### src/rtl/radio_timer_pkg.sv
package radio_timer_pkg;

	// ------------------------------------------------------------
	// Register byte addresses
	// ------------------------------------------------------------
	localparam logic [31:0] ADDR_PREFETCH = 32'h400000f0;
	localparam logic [31:0] ADDR_COARSE = 32'h400000f4;
	localparam logic [31:0] ADDR_PRECISE = 32'h400000f8;
	localparam logic [31:0] ADDR_SAMPLE = 32'h400000fc;
	localparam logic [31:0] ADDR_CTRL2 = 32'h40000200;
	localparam logic [31:0] ADDR_SAMPLED = 32'h40000210;
	localparam logic [31:0] ADDR_IRQ_STAT = 32'h40000214;
	localparam logic [31:0] ADDR_IRQ_MASK = 32'h40000218;

	// ------------------------------------------------------------
	// Field positions of core_control_two
	// ------------------------------------------------------------
	localparam int CTL_RSSI_SEL = 21;
	localparam int CTL_WAKE_STAT = 20;
	localparam int CTL_RSV_A = 19;
	localparam int CTL_RSV_B = 18;
	localparam int CTL_RSV_C = 17;
	localparam int CTL_MHZ_LSB = 9;
	localparam int CTL_PERMIT = 8;
	localparam int CTL_MON = 7;
	localparam int CTL_CLK_STAT = 6;
	localparam int CTL_REVERSE = 5;
	localparam int CTL_SRC_LSB = 3;
	localparam int SAMPLE_BIT = 0;

	// Interrupt status and mask bit positions
	localparam int IRQ_COARSE = 0;
	localparam int IRQ_PRECISE = 1;
	localparam int IRQ_WAKEUP = 2;
	localparam int IRQ_SLEEP_EXIT = 3;

	// ------------------------------------------------------------
	// Timing
	// ------------------------------------------------------------
	localparam int CLK_PERIOD_PS = 4000;
	localparam int TICK_PERIOD_US = 625;
	localparam int TICK_CYCLES = (TICK_PERIOD_US * 1000000) / CLK_PERIOD_PS;
	localparam logic [1:0] WAKE_ACK_EDGES = 2'h2;
	localparam logic [31:0] RESET_WORD = 32'h00000000;

	// ------------------------------------------------------------
	// Types
	// ------------------------------------------------------------
	typedef enum logic [1:0] {SLP_IDLE, SLP_WAIT1, SLP_WAIT2, SLP_DOWN} sleep_e;

	typedef struct packed {
		logic [7:0] p0;
		logic [3:0] p1;
	} debug_pins_s;

	typedef struct packed {
		logic pready;
		logic pslverr;
		logic [31:0] prdata;
		logic [7:0] prefetch;
		logic [15:0] coarse;
		logic [26:0] precise;
		logic capture;
		logic [26:0] sampled;
		logic [26:0] base;
		logic [17:0] div;
		logic rssi_sel;
		logic wake_stat;
		logic [1:0] wake_cnt;
		logic rsv_a;
		logic rsv_b;
		logic rsv_c;
		logic [5:0] mhz;
		logic permit;
		logic mon;
		logic clk_stat;
		logic rev;
		logic [1:0] src;
		logic [3:0] irq_stat;
		logic [3:0] irq_mask;
		logic irq;
		logic lp_prev;
		logic req_prev;
		sleep_e slp;
		logic [7:0] rssi;
		debug_pins_s pins;
	} state_s;

endpackage : radio_timer_pkg

### src/rtl/radio_core_timer_control.sv
`timescale 1ns/10ps
// Notes on behaviour
// - Software-writable 8-bit prefetch instant in microseconds.
// - Coarse interrupt when target equals counter bits 19:4 and bits 3:0 zero.
// - Precise interrupt when 27-bit target equals whole base counter.
// - Writing one to capture bit samples counter, then bit self-clears.
// - Control bit 21 picks peak-hold (0) or averaged (1) strength.
// - Bit 20 shows pending wakeup; cleared after radio up plus two slow clock rising edges.
// - Bits 14:9 hold master clock frequency in MHz.
// - After deep sleep request, slow-clock sequence sets power-down permission bit 8.
// - Permission clears on sleep exit, together with sleep-exit interrupt.
// - Bit 7 set on each slow clock rising edge; software only clears.
// - Edge monitor does not set while timer held in reset.
// - Bit 6 reads 0 on slow clock, 1 on master clock.
// - Reverse clear: bus bit n to port0 pin n, bits 3:0 to port1.
// - Reverse set: bus bit n to port0 pin 7-n, port1 carries bits 4..7.
// - Bits 4:3 choose which 8-bit debug source feeds the bus.
module radio_core_timer_control
	import radio_timer_pkg::*;
#(
	parameter int TICK_LEN = TICK_CYCLES
) (
	input wire logic MCLK_IN,
	input wire logic RSTN_IN,
	input wire logic PSEL_IN,
	input wire logic PENABLE_IN,
	input wire logic PWRITE_IN,
	input wire logic [31:0] PADDR_IN,
	input wire logic [31:0] PWDATA_IN,
	output logic [31:0] PRDATA_OUT,
	output logic PREADY_OUT,
	output logic PSLVERR_OUT,
	input wire logic LPCLK_IN,
	input wire logic TIMER_LP_RESET_IN,
	input wire logic DEEP_SLEEP_REQ_IN,
	input wire logic SLEEP_EXIT_IN,
	input wire logic LP_WAKEUP_IN,
	input wire logic RADIO_UP_IN,
	input wire logic CLK_IS_MASTER_IN,
	input wire logic [7:0] RSSI_PEAK_IN,
	input wire logic [7:0] RSSI_AVG_IN,
	input wire logic [3:0][7:0] DEBUG_SRC_IN,
	output logic [7:0] RSSI_OUT,
	output logic [7:0] PREFETCH_INSTANT_OUT,
	output logic [5:0] MASTER_CLOCK_MHZ_OUT,
	output logic POWERDOWN_PERMITTED_OUT,
	output logic [7:0] DEBUG_P0_OUT,
	output logic [3:0] DEBUG_P1_OUT,
	output logic IRQ_OUT
);

	// ------------------------------------------------------------
	// State
	// ------------------------------------------------------------
	state_s s_r;
	state_s s_nxt;
	logic [7:0] debug_bus;
	logic [7:0] debug_rev;
	logic lp_edge;
	logic tick;
	logic [26:0] base_inc;
	logic coarse_hit;
	logic precise_hit;
	logic access;
	logic wr;
	logic [31:0] ctrl2_word;

	// ------------------------------------------------------------
	// Debug bus routing
	// ------------------------------------------------------------
	// source select
	assign debug_bus = DEBUG_SRC_IN[s_r.src];

	genvar gi;
	generate
		for (gi = 0; gi < 8; gi++) begin : g_rev
			assign debug_rev[gi] = debug_bus[7 - gi];
		end
	endgenerate

	// ------------------------------------------------------------
	// Slow clock and base timer
	// ------------------------------------------------------------
	// Slow clock taken as data: an edge lasts one master cycle
	assign lp_edge = LPCLK_IN & ~s_r.lp_prev;
	assign tick = ~TIMER_LP_RESET_IN && (s_r.div == 18'(TICK_LEN - 1));
	assign base_inc = s_r.base + 27'h1;
	assign coarse_hit = tick && (base_inc[19:4] == s_r.coarse) && (base_inc[3:0] == 4'h0);
	assign precise_hit = tick && (base_inc == s_r.precise);

	// ------------------------------------------------------------
	// Register bus
	// ------------------------------------------------------------
	// Qualified by own ready, so a stuck enable cannot write twice
	assign access = PSEL_IN & PENABLE_IN & s_r.pready;
	assign wr = access & PWRITE_IN;

	// ------------------------------------------------------------
	// Control word readback
	// ------------------------------------------------------------
	assign ctrl2_word = {10'h000, s_r.rssi_sel, s_r.wake_stat, s_r.rsv_a, s_r.rsv_b,
		s_r.rsv_c, 2'h0, s_r.mhz, s_r.permit, s_r.mon, s_r.clk_stat, s_r.rev,
		s_r.src, 3'h0};

	// ------------------------------------------------------------
	// Next state
	// ------------------------------------------------------------
	always_comb begin
		s_nxt = s_r;
		s_nxt.lp_prev = LPCLK_IN;
		s_nxt.req_prev = DEEP_SLEEP_REQ_IN;
		s_nxt.pready = 1'b0;
		s_nxt.pslverr = 1'b0;

		// Zero wait states: answer is prepared in the setup cycle
		if (PSEL_IN && !PENABLE_IN) begin
			s_nxt.pready = 1'b1;
			s_nxt.pslverr = 1'b0;
			s_nxt.prdata = RESET_WORD;
			unique case (PADDR_IN)
				ADDR_PREFETCH: s_nxt.prdata = {24'h000000, s_r.prefetch};
				ADDR_COARSE: s_nxt.prdata = {16'h0000, s_r.coarse};
				ADDR_PRECISE: s_nxt.prdata = {5'h00, s_r.precise};
				ADDR_SAMPLE: s_nxt.prdata = {31'h00000000, s_r.capture};
				ADDR_CTRL2: s_nxt.prdata = ctrl2_word;
				ADDR_SAMPLED: s_nxt.prdata = {5'h00, s_r.sampled};
				ADDR_IRQ_STAT: s_nxt.prdata = {28'h0000000, s_r.irq_stat};
				ADDR_IRQ_MASK: s_nxt.prdata = {28'h0000000, s_r.irq_mask};
				default: s_nxt.pslverr = 1'b1;
			endcase
		end

		// Base time counter, held at zero while the timer is in reset
		if (TIMER_LP_RESET_IN) begin
			s_nxt.div = 18'h00000;
			s_nxt.base = 27'h0000000;
		end else if (tick) begin
			s_nxt.div = 18'h00000;
			s_nxt.base = base_inc;
		end else begin
			s_nxt.div = s_r.div + 18'h00001;
		end

		if (s_r.capture) begin
			s_nxt.sampled = s_r.base;
			s_nxt.capture = 1'b0;
		end

		if (wr) begin
			unique case (PADDR_IN)
				ADDR_PREFETCH: s_nxt.prefetch = PWDATA_IN[7:0];
				ADDR_COARSE: s_nxt.coarse = PWDATA_IN[15:0];
				ADDR_PRECISE: s_nxt.precise = PWDATA_IN[26:0];
				ADDR_SAMPLE: s_nxt.capture = PWDATA_IN[SAMPLE_BIT];
				ADDR_CTRL2: begin
					s_nxt.rssi_sel = PWDATA_IN[CTL_RSSI_SEL];
					s_nxt.rsv_a = PWDATA_IN[CTL_RSV_A];
					s_nxt.rsv_b = PWDATA_IN[CTL_RSV_B];
					s_nxt.rsv_c = PWDATA_IN[CTL_RSV_C];
					s_nxt.mhz = PWDATA_IN[CTL_MHZ_LSB +: 6];
					s_nxt.rev = PWDATA_IN[CTL_REVERSE];
					s_nxt.src = PWDATA_IN[CTL_SRC_LSB +: 2];
					if (!PWDATA_IN[CTL_MON]) begin
						s_nxt.mon = 1'b0;
					end
				end
				ADDR_IRQ_STAT: s_nxt.irq_stat = s_r.irq_stat & ~PWDATA_IN[3:0];
				ADDR_IRQ_MASK: s_nxt.irq_mask = PWDATA_IN[3:0];
				default: ;
			endcase
		end

		if (lp_edge && !TIMER_LP_RESET_IN) begin
			s_nxt.mon = 1'b1;
		end

		// Hardware event wins over a same-cycle W1C clear
		// one event per matching tick
		if (coarse_hit) begin
			s_nxt.irq_stat[IRQ_COARSE] = 1'b1;
		end
		if (precise_hit) begin
			s_nxt.irq_stat[IRQ_PRECISE] = 1'b1;
		end

		if (s_r.wake_stat && RADIO_UP_IN && lp_edge) begin
			s_nxt.wake_cnt = s_r.wake_cnt + 2'h1;
			if (s_nxt.wake_cnt == WAKE_ACK_EDGES) begin
				s_nxt.wake_stat = 1'b0;
			end
		end
		if (LP_WAKEUP_IN) begin
			s_nxt.wake_stat = 1'b1;
			s_nxt.wake_cnt = 2'h0;
			s_nxt.irq_stat[IRQ_WAKEUP] = 1'b1;
		end

		unique case (s_r.slp)
			SLP_IDLE: begin
				if (DEEP_SLEEP_REQ_IN && !s_r.req_prev) begin
					s_nxt.slp = SLP_WAIT1;
				end
			end
			SLP_WAIT1: begin
				if (lp_edge) begin
					s_nxt.slp = SLP_WAIT2;
				end
			end
			SLP_WAIT2: begin
				if (lp_edge) begin
					s_nxt.slp = SLP_DOWN;
					s_nxt.permit = 1'b1;
				end
			end
			SLP_DOWN: ;
		endcase

		if (SLEEP_EXIT_IN && s_r.slp != SLP_IDLE) begin
			s_nxt.slp = SLP_IDLE;
			s_nxt.permit = 1'b0;
			s_nxt.irq_stat[IRQ_SLEEP_EXIT] = 1'b1;
		end

		s_nxt.clk_stat = CLK_IS_MASTER_IN;
		s_nxt.rssi = s_r.rssi_sel ? RSSI_AVG_IN : RSSI_PEAK_IN;

		// port one follows port zero low nibble
		s_nxt.pins.p0 = s_r.rev ? debug_rev : debug_bus;
		s_nxt.pins.p1 = s_nxt.pins.p0[3:0];

		// Level output registered from the next status and mask
		s_nxt.irq = |(s_nxt.irq_stat & s_nxt.irq_mask);
	end

	always_ff @(posedge MCLK_IN or negedge RSTN_IN) begin
		if (!RSTN_IN) begin
			s_r <= '0;
		end else begin
			s_r <= s_nxt;
		end
	end

	// ------------------------------------------------------------
	// Outputs
	// ------------------------------------------------------------
	assign PRDATA_OUT = s_r.prdata;
	assign PREADY_OUT = s_r.pready;
	assign PSLVERR_OUT = s_r.pslverr;
	assign RSSI_OUT = s_r.rssi;
	assign PREFETCH_INSTANT_OUT = s_r.prefetch;
	assign MASTER_CLOCK_MHZ_OUT = s_r.mhz;
	assign POWERDOWN_PERMITTED_OUT = s_r.permit;
	assign DEBUG_P0_OUT = s_r.pins.p0;
	assign DEBUG_P1_OUT = s_r.pins.p1;
	assign IRQ_OUT = s_r.irq;
endmodule : radio_core_timer_control

### config.mk
export PLATFORM = sky130hd
export DESIGN_NAME = radio_core_timer_control
export DESIGN_NICKNAME = d
export VERILOG_FILES = /design/src/rtl/radio_timer_pkg.sv /design/src/rtl/radio_core_timer_control.sv
export SDC_FILE = /design/constraint.sdc
export NUM_CORES = 1
export LEC_CHECK = 0
export ABC_AREA = 1
export BUFFER_PORTS_ARGS = -buffer_cell sky130_fd_sc_hd__buf_2
export CAP_MARGIN = 10
export CORE_MARGIN = 3
export CORE_UTILIZATION = 53
export CTS_BUF_LIST = sky130_fd_sc_hd__clkbuf_2
export CTS_CLUSTER_SIZE = 10
export DETAILED_ROUTE_END_ITERATION = 10
export GPL_TIMING_DRIVEN = 0
export PLACE_DENSITY = 0.79
export SYNTH_ARGS = -nofsm -noshare
export SYNTH_HDL_FRONTEND = slang
export SYNTH_SLANG_ARGS = --single-unit
### constraint.sdc
create_clock -name MCLK_IN -period 2.1 [get_ports MCLK_IN]
set_input_delay 0.105 -clock MCLK_IN [delete_from_list [all_inputs] [get_ports MCLK_IN]]
set_output_delay 0.105 -clock MCLK_IN [all_outputs]
set_load 0.01 [all_outputs]
# Yosys cells after proc, flatten, opt, wreduce, memory -nomap -nowiden
# Index checks and enable logic that the tools add are counted.
[word_totals] register_bits=210 output_inout_bits=70 word_cells=130
[op_classes] n_addsub=3 n_lt_le_gt_ge=1 n_eq_ne=18 mux=34 bitwise=9 n_reduce_logical=34
[ops] operator="32-bit by 31-bit equality test with 1-bit output, second input constant" count=8
[ops] operator="27-bit case mux with 8 select lines" count=1
[ops] operator="45-bit 2-to-1 mux" count=1
[ops] operator="34-bit 2-to-1 mux" count=1
[ops] operator="8-bit 2-to-1 mux" count=4
[ops] operator="27-bit by 1-bit adder with 27-bit output, second input constant" count=1
[ops] operator="27-bit equality test" count=1
[ops] operator="27-bit 2-to-1 mux" count=1
[ops] operator="18-bit by 1-bit adder with 18-bit output, second input constant" count=1
[ops] operator="18-bit equality test, second input constant" count=1
[ops] operator="18-bit 2-to-1 mux" count=1
[ops] operator="8-bit binary-select mux with 2-bit select" count=1
[ops] operator="16-bit equality test" count=1
[ops] operator="2-bit nonzero test" count=8
[ops] operator="1-bit 2-to-1 mux" count=15
[ops] operator="2-bit AND reduction" count=6
[ops] operator="1-bit logical AND" count=10
[ops] operator="3-bit inequality test, second input constant" count=3
[ops] operator="4-bit bitwise AND" count=2
[ops] operator="2-bit 2-to-1 mux" count=4
[ops] operator="4-bit 2-to-1 mux" count=2
[ops] operator="8-bit OR reduction" count=1
[ops] operator="3-bit 2-to-1 mux" count=2
[ops] operator="2-bit case mux with 3 select lines" count=1
[ops] operator="other kinds (15)" count=22

# Logic depth before layout (Yosys ltp)
[logic_depth] ltp_word=7 mapped_depth=17 ltp_nobuf=17

# Worst setup path after synthesis
# OpenSTA, ideal clock, no wires.
[synth_timing] kind="register to register" from="reg s_r[71] (netlist bit)" to="reg s_r, in the netlist IRQ_OUT" setup_time_ns=0.121 t_arrival_ns=1.808 required_ns=1.979 path_slack_ns=0.171 stages_incl_launch_ff=14 path_buffers=0 period_less_slack_ns=1.929 path_cell_list="dfrtp_1 ha_1 nand2_2 nor2_4 nand3_1 nor2_1 nand2_1 nand2_1 xor2_1 nor2_1 nand3_1 nand2_1 a21oi_1 nand2_1"
[synth_lines] element="start, declared" line_no="radio_core_timer_control.sv:55" text="state_s s_r;"
[synth_lines] element="start signal, assigned" line_no="radio_core_timer_control.sv:239" text="s_r <= s_nxt;"

==> metrics <==
vias in the first global route=11,700; RSZ-0062 raised after global routing=true; drt drc=0; H-tree depth=2; actual slew at the worst max-slew pin=0.711 ns; die footprint=23,000 um^2; final net count=2,069; Root Buffer=clkbuf_2; crit-path cells=ha_4, nand2_4, nor2_4, nand2_4, buf_4, nand2_1, nand3_1, nand2_1, inv_1, nand2_1, nor2_2, nand2_2, nor2_4, nand3_4, nand2_2, a21oi_1, nand2_1; worst path bufs/invs=2; Initial Util=54.8%; cell taking the most area after synthesis=dfrtp_1; cell leakage power=7.48 nW; Routed Antenna Nets=0; worst reg2reg endpoint=IRQ_OUT$_DFF_PN0_; slowest cell on the critical path=dfrtp_2; pin count of the biggest net entering global routing=111; worst reg2reg setup slack=-0.20 ns; TNS Setup=-0.230 ns; Post-synth EDFFs=0; r2r worst-path depth=17; Worst slew margin=52.6%; min setup slack post-route=-0.195 ns; status=finished with violations; worst-case hold path end point=s_r[27]$_DFF_PN0_; post-synthesis sequential area ratio=44.8%; Clock Tree Buf Depth=3; Avg WL per Cell=17.0 um; fmax=436 MHz; CP Data Required Time=2.80 ns; Pwr Density=512 nW/um^2; Worst Skew=0.0793 ns; initial antenna violation count=1; synth cell count leaders=nand2_1 (482), dfrtp_1 (201), inv_1 (183); slowest stage delay, CP=0.42 ns; drt pass-1 iters=6; prevailing post-synth register cell=dfrtp_1; # rows=52; TritonCTS buffer count=54; CTS tree=built; sequential share of power=52.1%; Overall Global Routing Usage=31.8%; Cell Area, Placed=12,500 um^2; Mapped Cells=1,529; final hold violation count=0; clock period minus worst slack=2.30 ns; CP Max Fanout=7; synthesized area per cell=7.34 um^2; first-pass GRT wire length=57.4 mm; Slew Limit Fails=0; Placeable Area=20,500 um^2; worst skew pair latency=0.88 ns; DR iter-0 viols=1,049; Cell Area, Synth=11,200 um^2; Yosys cell types=44; synthesis-to-finish area growth=32.8%; min-delay worst type=in -> reg; ys async rst share=100%; FF-to-FF Start=s_r[71]$_DFFE_PN0P_; CP dominant cell by count=nand2_1; drt total wl=38.0 mm; IO Port Bufs=183; IO Pins=194; Ys Warns=0; Hold Path Origin=PADDR_IN[5]; Max Cap Violations=0; endpoints failing setup=2; top-count cell post-synth=nand2_1; #FFs+latches synth=201; GR Overflow Total=0; Comb power frac=11.3%; drt via density=5.37; IR Drop Worst-Case VDD=0.484 mV; share of layout cells above drive strength 1=24.5%; CTS clk-pin slew, worst paths=0.12 ns; Vias=12,000; WS Path Type=reg -> reg; fin crit share=109%; switching portion of total power=29.0%; CP delay by family, top=simple AND/OR/NAND/NOR gates; Critical Path End Type=register; Post-DP HPWL=24.2 mm; Die Wd=152 um; clock share of power=36.7%; Num Clock Sinks=201; Hold Crit Depth=6; design area=14,900 um^2; Crit path arrival time=3.00 ns; synth top area cells=dfrtp_1 (45%), nand2_1 (16%), o21ai_0 (7.0%); GP Congestion=1.00; internal power=5.42 mW; startpoint class of the critical path=register; DIE HEIGHT=152 um; failing checks=negative setup slack; Psw=2.21 mW; post-synth top area share=44.8%
-- how the worst max path moves through the flow --
stage,from,endpoint,cells after the start
finish,s_r[71]$_DFFE_PN0P_,IRQ_OUT$_DFF_PN0_,17
detailed placement,s_r[71]$_DFFE_PN0P_,IRQ_OUT$_DFF_PN0_,13
global placement,RSTN_IN,DEBUG_P0_OUT[3]$_DFF_PN0_,1
CTS,s_r[71]$_DFFE_PN0P_,IRQ_OUT$_DFF_PN0_,15
floorplan,s_r[71]$_DFFE_PN0P_,IRQ_OUT$_DFF_PN0_,13
global route,s_r[70]$_DFFE_PN0P_,IRQ_OUT$_DFF_PN0_,15
-- power by group through the flow --
stage | clock, mW | sequential, mW | combinational (mW)
2_1_floorplan | 0 | 4.04 | 0.297
3_3_place_gp | 0 | 4.04 | 0.594
3_5_place_dp | 0 | 4.04 | 0.633
4_1_cts | 2.80 | 3.97 | 0.809
5_1_grt | 3.05 | 3.98 | 0.949
6_report | 2.80 | 3.97 | 0.861
-- placed cells by master, fill, tap and decap left out, types with 11 or more instances in the layout --
master and count:
o21ai_0 154, nand3_1 84, nor2_2 23, dfrtp_1 190, nand2_1 464, nor2_1 86
buf_2 189, nor3_1 17, dlygate4sd3_1 133, nor2_4 13, dfrtp_2 11, clkbuf_2 80
nand3b_1 12, o22ai_1 26, nand4_1 24, inv_1 183, nand2_2 23, buf_4 95
clkbuf_1 30, a21oi_1 27
-- registers in the layout, indices dropped and copies added, names as in the netlist --
register                 flops
PSLVERR_OUT                  1
DEBUG_P1_OUT                 3
POWERDOWN_PERMITTED_OUT      1
RSSI_OUT                     8
s_r                        130
PRDATA_OUT                  27
DEBUG_P0_OUT                 5
MASTER_CLOCK_MHZ_OUT         6
PREADY_OUT                   1
ctrl2_word                  10
PREFETCH_INSTANT_OUT         8
IRQ_OUT                      1
-- worst register-to-register path, stage by stage (launching register included) --
cell	delay [ns]
dfrtp_2	0.42
ha_4	0.18
nand2_4	0.07
nor2_4	0.25
nand2_4	0.14
buf_4	0.17
nand2_1	0.09
nand3_1	0.08
nand2_1	0.06
inv_1	0.03
nand2_1	0.08
nor2_2	0.06
nand2_2	0.07
nor2_4	0.05
nand3_4	0.10
nand2_2	0.07
a21oi_1	0.17
nand2_1	0.10
-- final cells by class --
type,instances,area [um^2]
Fill cell,1599,5590
Multi-Input combinational cell,1033,5110
Sequential cell,201,5040
Timing Repair Buffer,349,2550
Inverter,190,718
Buffer,108,669
Clock buffer,77,385
Tap cell,270,338
Clock inverter,13,83.8
Antenna cell,2,5.00
-- per-stage QoR --
| stage | setup WS, ns | cells | hold slack [ns] | power (mW) | util [%] |
|---|---|---|---|---|---|
| finish | -0.195 | 2243 | 0.0195 | 7.63 | 72.7 |
| global placement | -2.45 | 1986 | 0.215 | 4.63 | 61.0 |
| CTS | -0.123 | 2224 | 0.000197 | 7.58 | 70.9 |
| detailed placement | -0.459 | 1987 | 0.161 | 4.68 | 61.2 |
| floorplan | 0.171 | 1533 | -0.191 | 4.34 | - |
| global route | -0.257 | 2242 | 0.0300 | 7.98 | 72.7 |
-- timing repair --
action | 4_1_cts | 5_1_grt
endpoints found under the setup margin | 35 | 82
pin swaps | 11 | 24
hold buffers | 135 | 1
gates resized for setup | 30 | 76
buffers inserted | 12 | 18
hold endpoints to repair | 321 | 1
-- kinds of logic (layout without fill, tap and decap cells) --
logic type / after synthesis / in the layout / share of synthesized area, %
buf+inv: 299 / 737 / 12.3
simple gates: 770 / 770 / 29.0
compound gates: 234 / 234 / 11.4
other cells: 1 / 7 / 0.0334
flops: 201 / 201 / 44.8
fa+ha+maj: 8 / 8 / 0.891
mux: 7 / 7 / 0.702
xor+xnor: 9 / 9 / 0.825
-- per-layer routing --
metal,track usage (%),wire (um)
met1,39.2,14600
met2,54.3,18800
met3,6.25,3170
met5,0,0
met4,14.0,1520
No activity file was read; power rests on OpenSTA's default activity.
